--- src/hdl/ffi_map.svh ---
// Purpose: offsets, bit positions and reset values of the fault flag block
// Assumes: 8-bit registers on the device register port
// Notes:   definitions only
`ifndef FFI_MAP_SVH
`define FFI_MAP_SVH
// ----------------------------------------
// register offsets
// ----------------------------------------
`define FFI_OFS_SEVERE 8'h68
`define FFI_OFS_SEQ    8'h69
`define FFI_OFS_COMM   8'h6A
// ----------------------------------------
// reset values and clearable bit masks
// ----------------------------------------
`define FFI_RST_SEVERE 8'h00
`define FFI_RST_SEQ    8'h00
`define FFI_RST_COMM   8'h00
`define FFI_W1C_SEVERE 8'h07
`define FFI_W1C_SEQ    8'h0F
`define FFI_W1C_COMM   8'hAB
// ----------------------------------------
// field positions
// ----------------------------------------
`define FFI_SEV_SEQERR 2
`define FFI_SEV_OVP    1
`define FFI_SEV_TSD    0
`define FFI_SEQ_WD     7
`define FFI_SEQ_ESM    6
`define FFI_SEQ_RDBK   5
`define FFI_SEQ_COMM   4
`define FFI_SEQ_SOC    3
`define FFI_SEQ_MCU    2
`define FFI_SEQ_ORD    1
`define FFI_SEQ_IMM    0
`define FFI_COM_P2ADR  7
`define FFI_COM_P2CRC  5
`define FFI_COM_P1ADR  3
`define FFI_COM_P1CRC  1
`define FFI_COM_FRM    0
`endif

--- src/hdl/ffi_pkg.sv ---
// Purpose: types of the fault flag block
// Assumes: nothing
// Notes:   offsets live in ffi_map.svh
package ffi_pkg;
   typedef logic [7:0] ffi_byte_t;
   typedef struct packed {
      ffi_byte_t flags;
   } ffi_bank_s;
   typedef struct packed {
      ffi_byte_t data;
      logic      valid;
   } ffi_rd_s;
   typedef struct packed {
      logic tsdPrev;
      logic ovpPrev;
      logic offPulse;
      logic live;
      logic irqN;
   } ffi_top_s;
endpackage

--- src/hdl/ffi_w1c_bank.sv ---
// Purpose: one 8-bit bank of latched flags, cleared by writing one
// Assumes: sys_rst synchronous, active high
// Notes:   bits outside IMPL stay zero
`timescale 1ns/1ps
`default_nettype none
module ffi_w1c_bank
   import ffi_pkg::*;
#(
   parameter ffi_byte_t IMPL  = 8'hFF,
   parameter ffi_byte_t RSTV  = 8'h00
)
(
   input  wire logic      clk,
   input  wire logic      sys_rst,
   input  wire ffi_byte_t setVec,
   input  wire ffi_byte_t clrVec,
   output ffi_byte_t      flags
);
   ffi_bank_s state_ff;
   ffi_bank_s nxt_state;

   if (IMPL == 8'h00 || (RSTV & ~IMPL) != 8'h00)
      $error("ffi_w1c_bank: bad IMPL or RSTV");

   // set beats a clear landing in the same cycle, so no event is lost
   always_comb
   begin
      nxt_state = state_ff;
      for (int i = 0; i < 8; i++)
      begin
         nxt_state.flags[i] = IMPL[i] & (setVec[i] | (state_ff.flags[i] & ~clrVec[i]));
      end
   end

   always_ff @(posedge clk)
   begin
      if (sys_rst)
         state_ff <= '{flags: RSTV};
      else
         state_ff <= nxt_state;
   end

   assign flags = state_ff.flags;
endmodule
`default_nettype wire

--- src/hdl/ffi_rd_port.sv ---
// Purpose: registered read of the three flag registers
// Assumes: one read request per cycle at most
// Notes:   unmapped offsets read zero
`timescale 1ns/1ps
`default_nettype none
`include "ffi_map.svh"
module ffi_rd_port
   import ffi_pkg::*;
(
   input  wire logic      clk,
   input  wire logic      sys_rst,
   input  wire logic      rdEn,
   input  wire ffi_byte_t addr,
   input  wire ffi_byte_t severe,
   input  wire ffi_byte_t seq,
   input  wire ffi_byte_t comm,
   output ffi_byte_t      rdData,
   output logic           rdValid
);
   ffi_rd_s state_ff;
   ffi_rd_s nxt_state;

   always_comb
   begin
      nxt_state.valid = rdEn;
      nxt_state.data  = state_ff.data;
      if (rdEn)
      begin
         case (addr)
            `FFI_OFS_SEVERE: nxt_state.data = severe;
            `FFI_OFS_SEQ:    nxt_state.data = seq;
            `FFI_OFS_COMM:   nxt_state.data = comm;
            default:         nxt_state.data = 8'h00;
         endcase
      end
   end

   always_ff @(posedge clk)
   begin
      if (sys_rst)
         state_ff <= '0;
      else
         state_ff <= nxt_state;
   end

   assign rdData  = state_ff.data;
   assign rdValid = state_ff.valid;
endmodule
`default_nettype wire

--- src/hdl/ffi_top.sv ---
// Purpose: latched fault and interrupt flags with active-low interrupt
// Assumes: events are one-cycle pulses, levels are synchronous to clk
// Notes:   source registers of summary bits 7, 6 and 5 sit outside this block
`timescale 1ns/1ps
`default_nettype none
`include "ffi_map.svh"
//
// Contract
// - sequencer error sets severe bit 2, held until cleared.
// - supply overvoltage: immediate shutdown, regulators off, severe bit 1 set.
// - thermal trip: regulators off, severe bit 0 set, enables refused while set.
// - live thermal state shown apart from the latched flag.
// - a latched flag stays until one is written to its bit.
// - summary bit 7 shows pending watchdog reset, fail or long-window flags.
// - summary bit 6 shows error monitor register nonzero.
// - summary bit 5 shows readback register nonzero.
// - summary bit 4 shows communication register nonzero.
// - system-on-chip rail error sets sequencer bit 3.
// - microcontroller rail error sets sequencer bit 2.
// - orderly shutdown sets sequencer bit 1.
// - immediate shutdown sets sequencer bit 0.
// - secondary port bad write address sets communication bit 7.
// - secondary port check failure sets communication bit 5.
// - secondary port errors interrupt only if check enabled and unmasked.
// - primary port bad write address sets communication bit 3.
// - primary port check failure sets communication bit 1.
// - primary port errors interrupt only if check enabled and unmasked.
// - malformed serial frame sets communication bit 0.
module ffi_top
   import ffi_pkg::*;
(
   input  wire logic      clk,
   input  wire logic      sys_rst,
   // register port
   input  wire logic      regWrEn,
   input  wire logic      regRdEn,
   input  wire ffi_byte_t regAddr,
   input  wire ffi_byte_t regWrData,
   output ffi_byte_t      regRdData,
   output logic           regRdValid,
   // fault sources
   input  wire logic      sequencerErrEvt,
   input  wire logic      supplyOverLevel,
   input  wire logic      thermalHotLevel,
   input  wire logic      socRailErrEvt,
   input  wire logic      mcuRailErrEvt,
   input  wire logic      orderlyOffEvt,
   input  wire logic      immediateOffEvt,
   input  wire logic      secondPortAddrEvt,
   input  wire logic      secondPortCheckEvt,
   input  wire logic      primaryPortAddrEvt,
   input  wire logic      primaryPortCheckEvt,
   input  wire logic      spiFrameErrEvt,
   // summary sources
   input  wire logic [2:0] watchdogFlags,
   input  wire ffi_byte_t errorMonitorFlags,
   input  wire ffi_byte_t outputCheckFlags,
   // port check controls
   input  wire logic      secondPortCheckEnable,
   input  wire logic      secondPortCheckMask,
   input  wire logic      primaryPortCheckEnable,
   input  wire logic      primaryPortCheckMask,
   // regulator control, thermal status and interrupt
   input  wire logic      regEnableReq,
   output logic           regEnableGrant,
   output logic           regulatorsOff,
   output logic           thermalImmediateLive,
   output logic           irqOutN
);
   // ----------------------------------------
   // state
   // ----------------------------------------
   ffi_top_s  state_ff;
   ffi_top_s  nxt_state;
   ffi_byte_t severeFlags;
   ffi_byte_t seqFlags;
   ffi_byte_t commFlags;
   ffi_byte_t seqView;
   ffi_byte_t severeSet;
   ffi_byte_t seqSet;
   ffi_byte_t commSet;
   ffi_byte_t severeClr;
   ffi_byte_t seqClr;
   ffi_byte_t commClr;
   logic      tsdRise;
   logic      ovpRise;
   logic      immShut;
   logic      secondGate;
   logic      primaryGate;
   ffi_byte_t commGated;
   logic      anyPending;

   // ----------------------------------------
   // event detection
   // ----------------------------------------
   // edges, not levels: a lingering condition must not re-set a cleared flag
   assign tsdRise = thermalHotLevel & ~state_ff.tsdPrev;
   assign ovpRise = supplyOverLevel & ~state_ff.ovpPrev;
   assign immShut = tsdRise | ovpRise | immediateOffEvt;

   always_comb
   begin
      severeSet = 8'h00;
      severeSet[`FFI_SEV_SEQERR] = sequencerErrEvt;
      severeSet[`FFI_SEV_OVP]    = ovpRise;
      severeSet[`FFI_SEV_TSD]    = tsdRise;
   end

   always_comb
   begin
      seqSet = 8'h00;
      seqSet[`FFI_SEQ_SOC] = socRailErrEvt;
      seqSet[`FFI_SEQ_MCU] = mcuRailErrEvt;
      seqSet[`FFI_SEQ_ORD] = orderlyOffEvt;
      seqSet[`FFI_SEQ_IMM] = immShut;
   end

   always_comb
   begin
      commSet = 8'h00;
      commSet[`FFI_COM_P2ADR] = secondPortAddrEvt;
      commSet[`FFI_COM_P2CRC] = secondPortCheckEvt;
      commSet[`FFI_COM_P1ADR] = primaryPortAddrEvt;
      commSet[`FFI_COM_P1CRC] = primaryPortCheckEvt;
      commSet[`FFI_COM_FRM]   = spiFrameErrEvt;
   end

   // ----------------------------------------
   // write one to clear
   // ----------------------------------------
   // reserved bits are dropped by the banks, so writes there do nothing
   assign severeClr = (regWrEn && regAddr == `FFI_OFS_SEVERE) ? regWrData : 8'h00;
   assign seqClr    = (regWrEn && regAddr == `FFI_OFS_SEQ)    ? regWrData : 8'h00;
   assign commClr   = (regWrEn && regAddr == `FFI_OFS_COMM)   ? regWrData : 8'h00;

   ffi_w1c_bank #(
      .IMPL (`FFI_W1C_SEVERE),
      .RSTV (`FFI_RST_SEVERE)
   ) severeBank (
      .clk     (clk),
      .sys_rst (sys_rst),
      .setVec  (severeSet),
      .clrVec  (severeClr),
      .flags   (severeFlags)
   );

   ffi_w1c_bank #(
      .IMPL (`FFI_W1C_SEQ),
      .RSTV (`FFI_RST_SEQ)
   ) seqBank (
      .clk     (clk),
      .sys_rst (sys_rst),
      .setVec  (seqSet),
      .clrVec  (seqClr),
      .flags   (seqFlags)
   );

   ffi_w1c_bank #(
      .IMPL (`FFI_W1C_COMM),
      .RSTV (`FFI_RST_COMM)
   ) commBank (
      .clk     (clk),
      .sys_rst (sys_rst),
      .setVec  (commSet),
      .clrVec  (commClr),
      .flags   (commFlags)
   );

   // ----------------------------------------
   // summary bits
   // ----------------------------------------
   // read-only, follow their sources with no latch of their own
   always_comb
   begin
      seqView = seqFlags;
      seqView[`FFI_SEQ_WD]   = |watchdogFlags;
      seqView[`FFI_SEQ_ESM]  = |errorMonitorFlags;
      seqView[`FFI_SEQ_RDBK] = |outputCheckFlags;
      seqView[`FFI_SEQ_COMM] = |commFlags;
   end

   ffi_rd_port rdPort (
      .clk     (clk),
      .sys_rst (sys_rst),
      .rdEn    (regRdEn),
      .addr    (regAddr),
      .severe  (severeFlags),
      .seq     (seqView),
      .comm    (commFlags),
      .rdData  (regRdData),
      .rdValid (regRdValid)
   );

   // ----------------------------------------
   // interrupt
   // ----------------------------------------
   assign secondGate  = secondPortCheckEnable & ~secondPortCheckMask;
   assign primaryGate = primaryPortCheckEnable & ~primaryPortCheckMask;

   always_comb
   begin
      commGated = commFlags;
      commGated[`FFI_COM_P2ADR] = commFlags[`FFI_COM_P2ADR] & secondGate;
      commGated[`FFI_COM_P2CRC] = commFlags[`FFI_COM_P2CRC] & secondGate;
      commGated[`FFI_COM_P1ADR] = commFlags[`FFI_COM_P1ADR] & primaryGate;
      commGated[`FFI_COM_P1CRC] = commFlags[`FFI_COM_P1CRC] & primaryGate;
   end

   // comm summary bit is left out: its sources are already gated above
   assign anyPending = (|severeFlags) | (|seqFlags) | (|commGated)
                     | seqView[`FFI_SEQ_WD] | seqView[`FFI_SEQ_ESM]
                     | seqView[`FFI_SEQ_RDBK];

   // ----------------------------------------
   // registered outputs, and the unregistered enable grant
   // ----------------------------------------
   always_comb
   begin
      nxt_state          = state_ff;
      nxt_state.tsdPrev  = thermalHotLevel;
      nxt_state.ovpPrev  = supplyOverLevel;
      nxt_state.offPulse = tsdRise | ovpRise;
      nxt_state.live     = thermalHotLevel;
      nxt_state.irqN     = ~anyPending;
   end

   always_ff @(posedge clk)
   begin
      if (sys_rst)
         state_ff <= '{tsdPrev: 1'b0, ovpPrev: 1'b0, offPulse: 1'b0,
                       live: 1'b0, irqN: 1'b1};
      else
         state_ff <= nxt_state;
   end

   assign regulatorsOff        = state_ff.offPulse;
   assign thermalImmediateLive = state_ff.live;
   assign irqOutN              = state_ff.irqN;
   // enable refused for as long as the thermal flag is latched
   assign regEnableGrant = regEnableReq & ~severeFlags[`FFI_SEV_TSD];
endmodule
`default_nettype wire

--- config.mk ---
export PLATFORM = sky130hd
export DESIGN_NAME = ffi_top
export DESIGN_NICKNAME = d
export VERILOG_FILES = /design/src/hdl/ffi_pkg.sv /design/src/hdl/ffi_w1c_bank.sv /design/src/hdl/ffi_rd_port.sv /design/src/hdl/ffi_top.sv
export VERILOG_INCLUDE_DIRS = /design/src /design/src/hdl
export SDC_FILE = /design/constraint.sdc
export NUM_CORES = 1
export LEC_CHECK = 0
export BUFFER_PORTS_ARGS = -buffer_cell sky130_fd_sc_hd__buf_4
export CORE_MARGIN = 10
export CORE_UTILIZATION = 35
export CTS_BUF_LIST = sky130_fd_sc_hd__clkbuf_4
export CTS_CLUSTER_DIAMETER = 40
export DETAILED_ROUTE_END_ITERATION = 6
export PLACE_DENSITY = 0.67
export REMOVE_ABC_BUFFERS = 1
export SKIP_LAST_GASP = 1
export SLEW_MARGIN = 10
export SYNTH_ARGS = -nofsm -noshare
export SYNTH_HDL_FRONTEND = slang
export SYNTH_SLANG_ARGS = --single-unit
--- constraint.sdc ---
create_clock -name clk -period 1.8 [get_ports clk]
set_input_delay 0.27 -clock clk [delete_from_list [all_inputs] [get_ports clk]]
set_output_delay 0.27 -clock clk [all_outputs]
set_load 0.01 [all_outputs]
# [Yosys cells after proc, flatten, opt, wreduce, memory -nomap -nowiden]
# Cells that the tools add are included.
[word_totals] register_bits=37 latchBits=0 ram_bits=0 rom_bits=0 inputBits=56 elab_cells=87 n_memories=0
[op_classes] addsub=0 n_mul=0 div=0 n_lt_le_gt_ge=0 n_eq_ne=3 shifts=0 n_mux=4 bitwise=58 n_reduce_logical=10
[op_table] op="$reduce_or A8 Y1" n=6
[op_table] op="$eq A8 B7 Y1 const B" n=3
[op_table] op="$pmux W8 S3" n=1
[op_table] op="$and A1 B1 Y1" n=21
[op_table] op="$or A1 B1 Y1" n=19
[op_table] op="$not A1 Y1" n=18
[op_table] op="$mux W8" n=1
[op_table] op="$mux W4" n=1
[op_table] op="$logic_and A1 B1 Y1" n=3
[op_table] op="$mux W3" n=1
[op_table] op="$reduce_or A3 Y1" n=1

# [Depth between registers and ports, before layout]
# Gate-level depths: netlist (run 1).
[depth] ltp_word=9 ltp_mapped=5 ltp_nobuf=4

# [Modules after synthesis]
# A second synthesis (run 1) with hierarchy kept.
[hier_totals] cells_unflattened=188 area_unflattened_um2=1649.1
[by_module_without_submodules] module="ffi_rd_port" instances=1 cells_per_inst=59 area_each_um2=598.1 seq_area_each_um2=180.2
[by_module_without_submodules] module="ffi_top" instances=1 cells_per_inst=66 area_each_um2=529.3 seq_area_each_um2=80.1
[by_module_without_submodules] module="ffi_w1c_bank (commBank)" instances=1 cells_per_inst=24 area_each_um2=201.4 seq_area_each_um2=100.1
[by_module_without_submodules] module="ffi_w1c_bank (seqBank)" instances=1 cells_per_inst=21 area_each_um2=173.9 seq_area_each_um2=80.1
[by_module_without_submodules] module="ffi_w1c_bank (severeBank)" instances=1 cells_per_inst=18 area_each_um2=146.4 seq_area_each_um2=60.1

# [Least setup slack after synthesis (run 1)]
# OpenSTA, ideal clock, no wires.
[synth_path] path_kind="input -> register" start="in regAddr[4]" end="reg rdPort.state_ff (netlist bit rdPort.rdData[2])" arrival_ns=1.341 t_required_ns=1.730 path_slack_ns=0.389 cell_stages=4 n_path_buf=0 path_cell_list="nand4bb_4 > or2_4 > or4_1 > a21oi_1"
[synth_via] elab_chain_len=2 elab_cells_between_ends=4 classes_between="eq/ne: 3; mux: 1"
[synth_rtl] item="from (decl)" line="ffi_top.sv:37" rtl="input wire ffi_byte_t regAddr,"
[synth_rtl] item="$eq A8 B7 Y1" line="ffi_rd_port.sv:29" rtl="case (addr)"
[synth_rtl] item="$pmux W8 S3 *" line="ffi_rd_port.sv:29"
[synth_rtl] item="to (signal assigned)" line="ffi_rd_port.sv:43" rtl="state_ff <= nxt_state;"
[synth_rtl] item="to (decl)" line="ffi_rd_port.sv:20" rtl="ffi_rd_s state_ff;"
# Mark *: on every way between the ends. The rest lies on a longest branch, timed or not.
# A chain may end at the register's enable or synchronous reset.

# [Final worst setup path (run 1)]
# Same ends and word-level chain as after synthesis.

==> results of run 1 <==
[worst min-delay path, cell delays in order]
cell	delay, ns
buf_4	0.10
inv_1	0.04
a21oi_1	0.05
[worst max-delay path by stage]
stage | start | endpoint | slack (ns) | cells after the start
after global placement | regAddr[4] | rdPort.rdData[2] | 0.22 | 5
after detailed placement | regAddr[4] | rdPort.rdData[2] | 0.20 | 5
after global routing | regAddr[4] | rdPort.rdData[2] | 0.46 | 5
after floorplan | regAddr[4] | rdPort.rdData[2] | 0.39 | 4
final | regAddr[4] | rdPort.rdData[2] | 0.53 | 5
after CTS | regAddr[4] | rdPort.rdData[2] | 0.53 | 5
[synthesized netlist by cell type (4+ instances only)]
| cell | n |
|---|---|
| nor2b_1 | 5 |
| dfxtp_1 | 25 |
| a22o_1 | 5 |
| nor4_1 | 6 |
| a211oi_1 | 5 |
| nand2b_1 | 4 |
| a21oi_1 | 12 |
| o21ai_0 | 10 |
| nor2_1 | 15 |
| inv_1 | 5 |
| nand2_1 | 18 |
[metrics by stage]
step / utilization, % / cells
finish: 55.2 / 244
global route: 55.2 / 244
CTS: 55.2 / 244
detailed placement: 54.3 / 240
global placement: 54.3 / 240
floorplan: - / 130
[registers in the layout, indices dropped and copies added, names as in the netlist]
register,count
seqBank.flags,4
rdPort.rdValid,1
state_ff,1
commBank.flags,5
regulatorsOff,1
rdPort.rdData,8
irqOutN,1
severeBank.flags,3
thermalImmediateLive,1
[layer usage]
metal	part of all wire (%)	vias to the layer above
met5	0	-
met4	0.48	0
met3	4.8	4
met2	51	36
met1	44	520
li1	-	610
[logic make-up (layout without fill, tap and decap cells)]
kind of cell | count (synthesis) | in the layout | share of synthesized area, %
AOI/OAI and AO/OA | 36 | 36 | 21.5
buffers and inverters | 8 | 75 | 2.76
DFF | 25 | 25 | 44.2
muxes | 3 | 3 | 2.65
and+or+nand+nor | 61 | 61 | 28.8
[final cells by class]
type / count / area (um2) / share of cell area [%]
flip-flops and latches: 25 / 500 / 29.4
multi-input cells: 100 / 601 / 35.3
inverters: 5 / 18.8 / 1.10
well taps: 44 / 55.1 / 3.24
repair buffers: 66 / 495 / 29.1
clock buffers: 4 / 30.0 / 1.77
[power groups by stage]
stage	Clock [uW]	Combinational [uW]	Sequential [uW]
2_1_floorplan	0	67.3	607
4_1_cts	266	201	598
6_report	258	199	598
3_5_place_dp	0	201	611
5_1_grt	289	221	602
3_3_place_gp	0	196	610
==> out/qor.yml, run 1 <==
io_pins: 69
rsz0062_at_grt: "false"
busiest_layer: "met2"
clk_latency_ns: 0.31
avgViaCountPerCell: 4.80
critPathCaptureType: "flip-flop"
max_stage_delay_ns: 0.47
met1_usage_pct: 13.2
grt_pass1_wl_mm: 5.72
hp-start: "socRailErrEvt"
globalplace.congestion: 0.845
syn_area_um2: 1130
netSwitchingFraction_pct: 24.2
worstPathRequired_ns: 2.05
ys_ff_latch: 25
synth_ff_type: "dfxtp_1"
synth_edf_count: 0
die_x_um: 76.9
design.die.area_um2: 5910
grt_antenna_before_repair: 0
area_growth_pct: 50.2
hold_viol: 0
via_count: 1170
cts-root-buf: "clkbuf_4"
row_count: 20
ys_async_sr_fraction_pct: 0
finalSetupTns_ns: 0
fin_crit_sh_pct: 70.5
fin_hold_ws_ns: 0.178
whs_endpoint: "seqBank.flags[3]"
drv_cap: 0
fp.dieH_um: 76.9
grtUsageMet3_pct: 2.80
p_int_uw: 800
path_delay_family: "simple AND/OR/NAND/NOR gates"
cts_setup_buffers: 0
reg2regPathDepth: 3
dp_slack_ns: 0.200
setup_slack_ns: 0.532
grt_pass1_vias: 1234
r2r_end: "irqOutN"
wl_mm: 3.57
critical_path_buf_inv_count: 1
cts_buffer_depth: 2
grt_max_degree: 24
nets: 257
reg2reg_setup_slack_ns: 0.57
yosysUniqueCellTypes: 26
dpl.hpwl_mm: 3.12
path_class: "in2reg"
clk_pin_slew_ns: 0.13
mostFrequentLayoutCells: "buf_4 (66), dfxtp_1 (25), nand2_1 (18), nor2_1 (15), a21oi_1 (12)"
path_cells: "buf_4, nand4bb_4, or2_4, or4_1, a21oi_1"
ys_seq_area_share_pct: 44.2
final_common_cell: "buf_4"
p_total_uw: 1060
core_um2: 3080
slew_violations: 0
n_antenna_cell: 0
routedWlPerCell_um: 14.6
cts_resized: 0
hold_depth: 3
stdcell_area_um2: 1700
power_frac_comb_pct: 18.9
cellPowerDensity_nw_per_um2: 621
setup_violations: 0
p_switching_uw: 256
p_seq_share_pct: 56.7
track_usage_pct: 11.4
floorplan.initialDensity_pct: 36.8
ant_nets: 0
yosys.area.top_type_share_pct: 44.2
status: "finished, final reports clean"
route.detailed.drc: 0
fin_skew_ns: 0.0115
syn_area_per_cell_um2: 8.51
synth_cells: 133
dr.first_iter.drc_count: 54
irDropWorstVdd_uv: 386
cts_buffers: 3
crit_path_max_fanout: 4
grt-ovfl-total: 0
postPlaceCellArea_um2: 1670
power.leakage_uw: 0.000754
htree_levels: 1
drive_above_1_share_pct: 37.5
yosysWarningCount: 0
worstPathArrival_ns: 1.52
critPathLaunchType: "input port"
met2_usage_pct: 20.2
yosys.area.top_type: "dfxtp_1"
fmax_mhz: 789
port_buffers: 66
nFillCells: 291
clkPwrFrac_pct: 24.4
synth_area_leaders: "dfxtp_1 (44%), nand2_1 (6.0%), a21oi_1 (5.3%)"
r2r-start: "commBank.flags[3]"
postCtsHoldBufs: 0
tightest_slew_ns: 0.355
hold_class: "in2reg"
firstDrtPassIters: 4
cts_tree: "built"
crit_path_top_delay_cell: "or4_1"
final.min_clock_period_ns: 1.27
relSlewSlack_pct: 76.3
clock_sinks: 25
Note: power is estimated with default switching activity, not from simulation.
==> run 2, diff against run 1 <==
==> constraint.sdc (replaced) <==
create_clock -name clk -period 1.3 [get_ports clk]
set_input_delay 0.195 -clock clk [delete_from_list [all_inputs] [get_ports clk]]
set_output_delay 0.195 -clock clk [all_outputs]
set_load 0.01 [all_outputs]
==> run 2 against run 1 <==
Net effect: cell count rose by 3.7%; highest routed layer unchanged; setup slack got worse by 0.46 ns; critical path type is now reg2reg; largest cell class unchanged; largest power group unchanged; first-iteration DRC count fell by 3.7%; critical path depth fell by 2.
==> out/qor.yml, run 2 (synthesis results as in run 1) <==
drv_cap: 0
avgViaCountPerCell: 5.00
fin_hold_ws_ns: 0.0854
cts_buffers: 3
multiInputGateArea_um2: 607
cts_setup_buffers: 0
fin_skew_ns: 0.00307
grt_antenna_before_repair: 0
tightest_slew_ns: 0.352
ff_latch_area_um2: 500
power_frac_comb_pct: 20.4
slew_violations: 0
relSlewSlack_pct: 76.5
stdcell_count: 253
port_buffers: 66
grt_max_degree: 22
grt_pass1_vias: 1334
power.leakage_uw: 0.000798
finalSetupTns_ns: 0
placed_cells: 249
nFillCells: 306
setup_slack_ns: 0.0747
dp_slack_ns: -0.194
dpl.hpwl_mm: 3.27
hold_viol: 0
dr.first_iter.drc_count: 52
hold_class: "in2reg"
wl_mm: 3.72
crit_path_max_fanout: 3
globalplace.congestion: 0.834
area_growth_pct: 56.5
ant_nets: 0
route.detailed.drc: 0
final.min_clock_period_ns: 1.23
routedWlPerCell_um: 14.7
critPathLaunchType: "flip-flop"
path_class: "reg2reg"
row_count: 20
clk_latency_ns: 0.32
fmax_mhz: 816
final_common_cell: "buf_4"
largest_reg_flops: 8
firstDrtPassIters: 4
worstPathRequired_ns: 1.53
cts-root-buf: "clkbuf_4"
n_antenna_cell: 0
mostFrequentLayoutCells: "buf_4 (75), dfxtp_1 (25), nand2_1 (18), nor2_1 (15), a21oi_1 (12)"
met1_usage_pct: 14.4
rsz0062_at_grt: "false"
clk_pin_slew_ns: 0.13
grt_pass1_wl_mm: 6.18
design.die.area_um2: 5910
p_seq_share_pct: 56.2
busiest_layer: "met2"
worstPathArrival_ns: 1.45
grt-ovfl-total: 0
nets: 266
netSwitchingFraction_pct: 25.4
grtUsageMet3_pct: 3.61
critPathCaptureType: "flip-flop"
cts_tree: "built"
cellPowerDensity_nw_per_um2: 833
drive_above_1_share_pct: 40.7
p_switching_uw: 375
reg2reg_setup_slack_ns: 0.07
die_x_um: 76.9
fin_crit_sh_pct: 94.3
irDropWorstVdd_uv: 515
track_usage_pct: 12.4
met2_usage_pct: 21.3
clkPwrFrac_pct: 23.4
floorplan.initialDensity_pct: 36.8
setup_violations: 0
fp.dieH_um: 76.9
via_count: 1265
cts_buffer_depth: 2
status: "finished, final reports clean"
core_um2: 3080
htree_levels: 1
clock_sinks: 25
io_pins: 69
p_int_uw: 1100
==> run 2: through the flow <==
stage | util (%) | total power (uW) | area [um2]
after floorplan | - | 934 | 1120
after global placement | 56.5 | 1140 | 1740
after detailed placement | 56.5 | 1150 | 1740
after CTS | 57.4 | 1490 | 1770
after global routing | 57.6 | 1550 | 1770
final | 57.6 | 1480 | 1770
==> run 2: power by group through the flow <==
stage	sequential, uW	clock (uW)	combinational (uW)
floorplan	841	0	93.2
global placement	844	0	294
detailed placement	845	0	302
CTS	828	361	302
global route	835	387	333
finish	829	345	300
==> run 2: cell type report <==
class | count | share of cell area, %
multi-input cells | 100 | 34.3
repair buffers | 75 | 31.8
flip-flops and latches | 25 | 28.2
well taps | 44 | 3.11
clock buffers | 3 | 1.27
inverters | 5 | 1.06
clock inverters | 1 | 0.282
==> run 2: per-layer routing <==
layer,up-vias,wire [um]
li1,626,-
met2,45,1890
met5,-,0
met4,0,36
met1,590,1580
met3,4,227
==> run 2: critical path, cell delays in order (launching register included) <==
cell and delay, ns:
dfxtp_1 0.40, nor2_1 0.07, or3b_2 0.43, a41o_1 0.23
==> run 2: worst paths after layout <==
kind / from / depth (start not counted) / end
setup / recovery: commBank.flags[7] / 3 / irqOutN
hold / removal: supplyOverLevel / 2 / state_ff[3]
setup reg to reg: commBank.flags[7] / 3 / irqOutN
hold reg to reg: rdPort.rdData[3] / 2 / rdPort.rdData[3]
==> run 2: timing repair <==
item / CTS / global route
setup endpoints to repair: 0 / 1
hold buffers: 0 / 0
resized for setup: 0 / 1
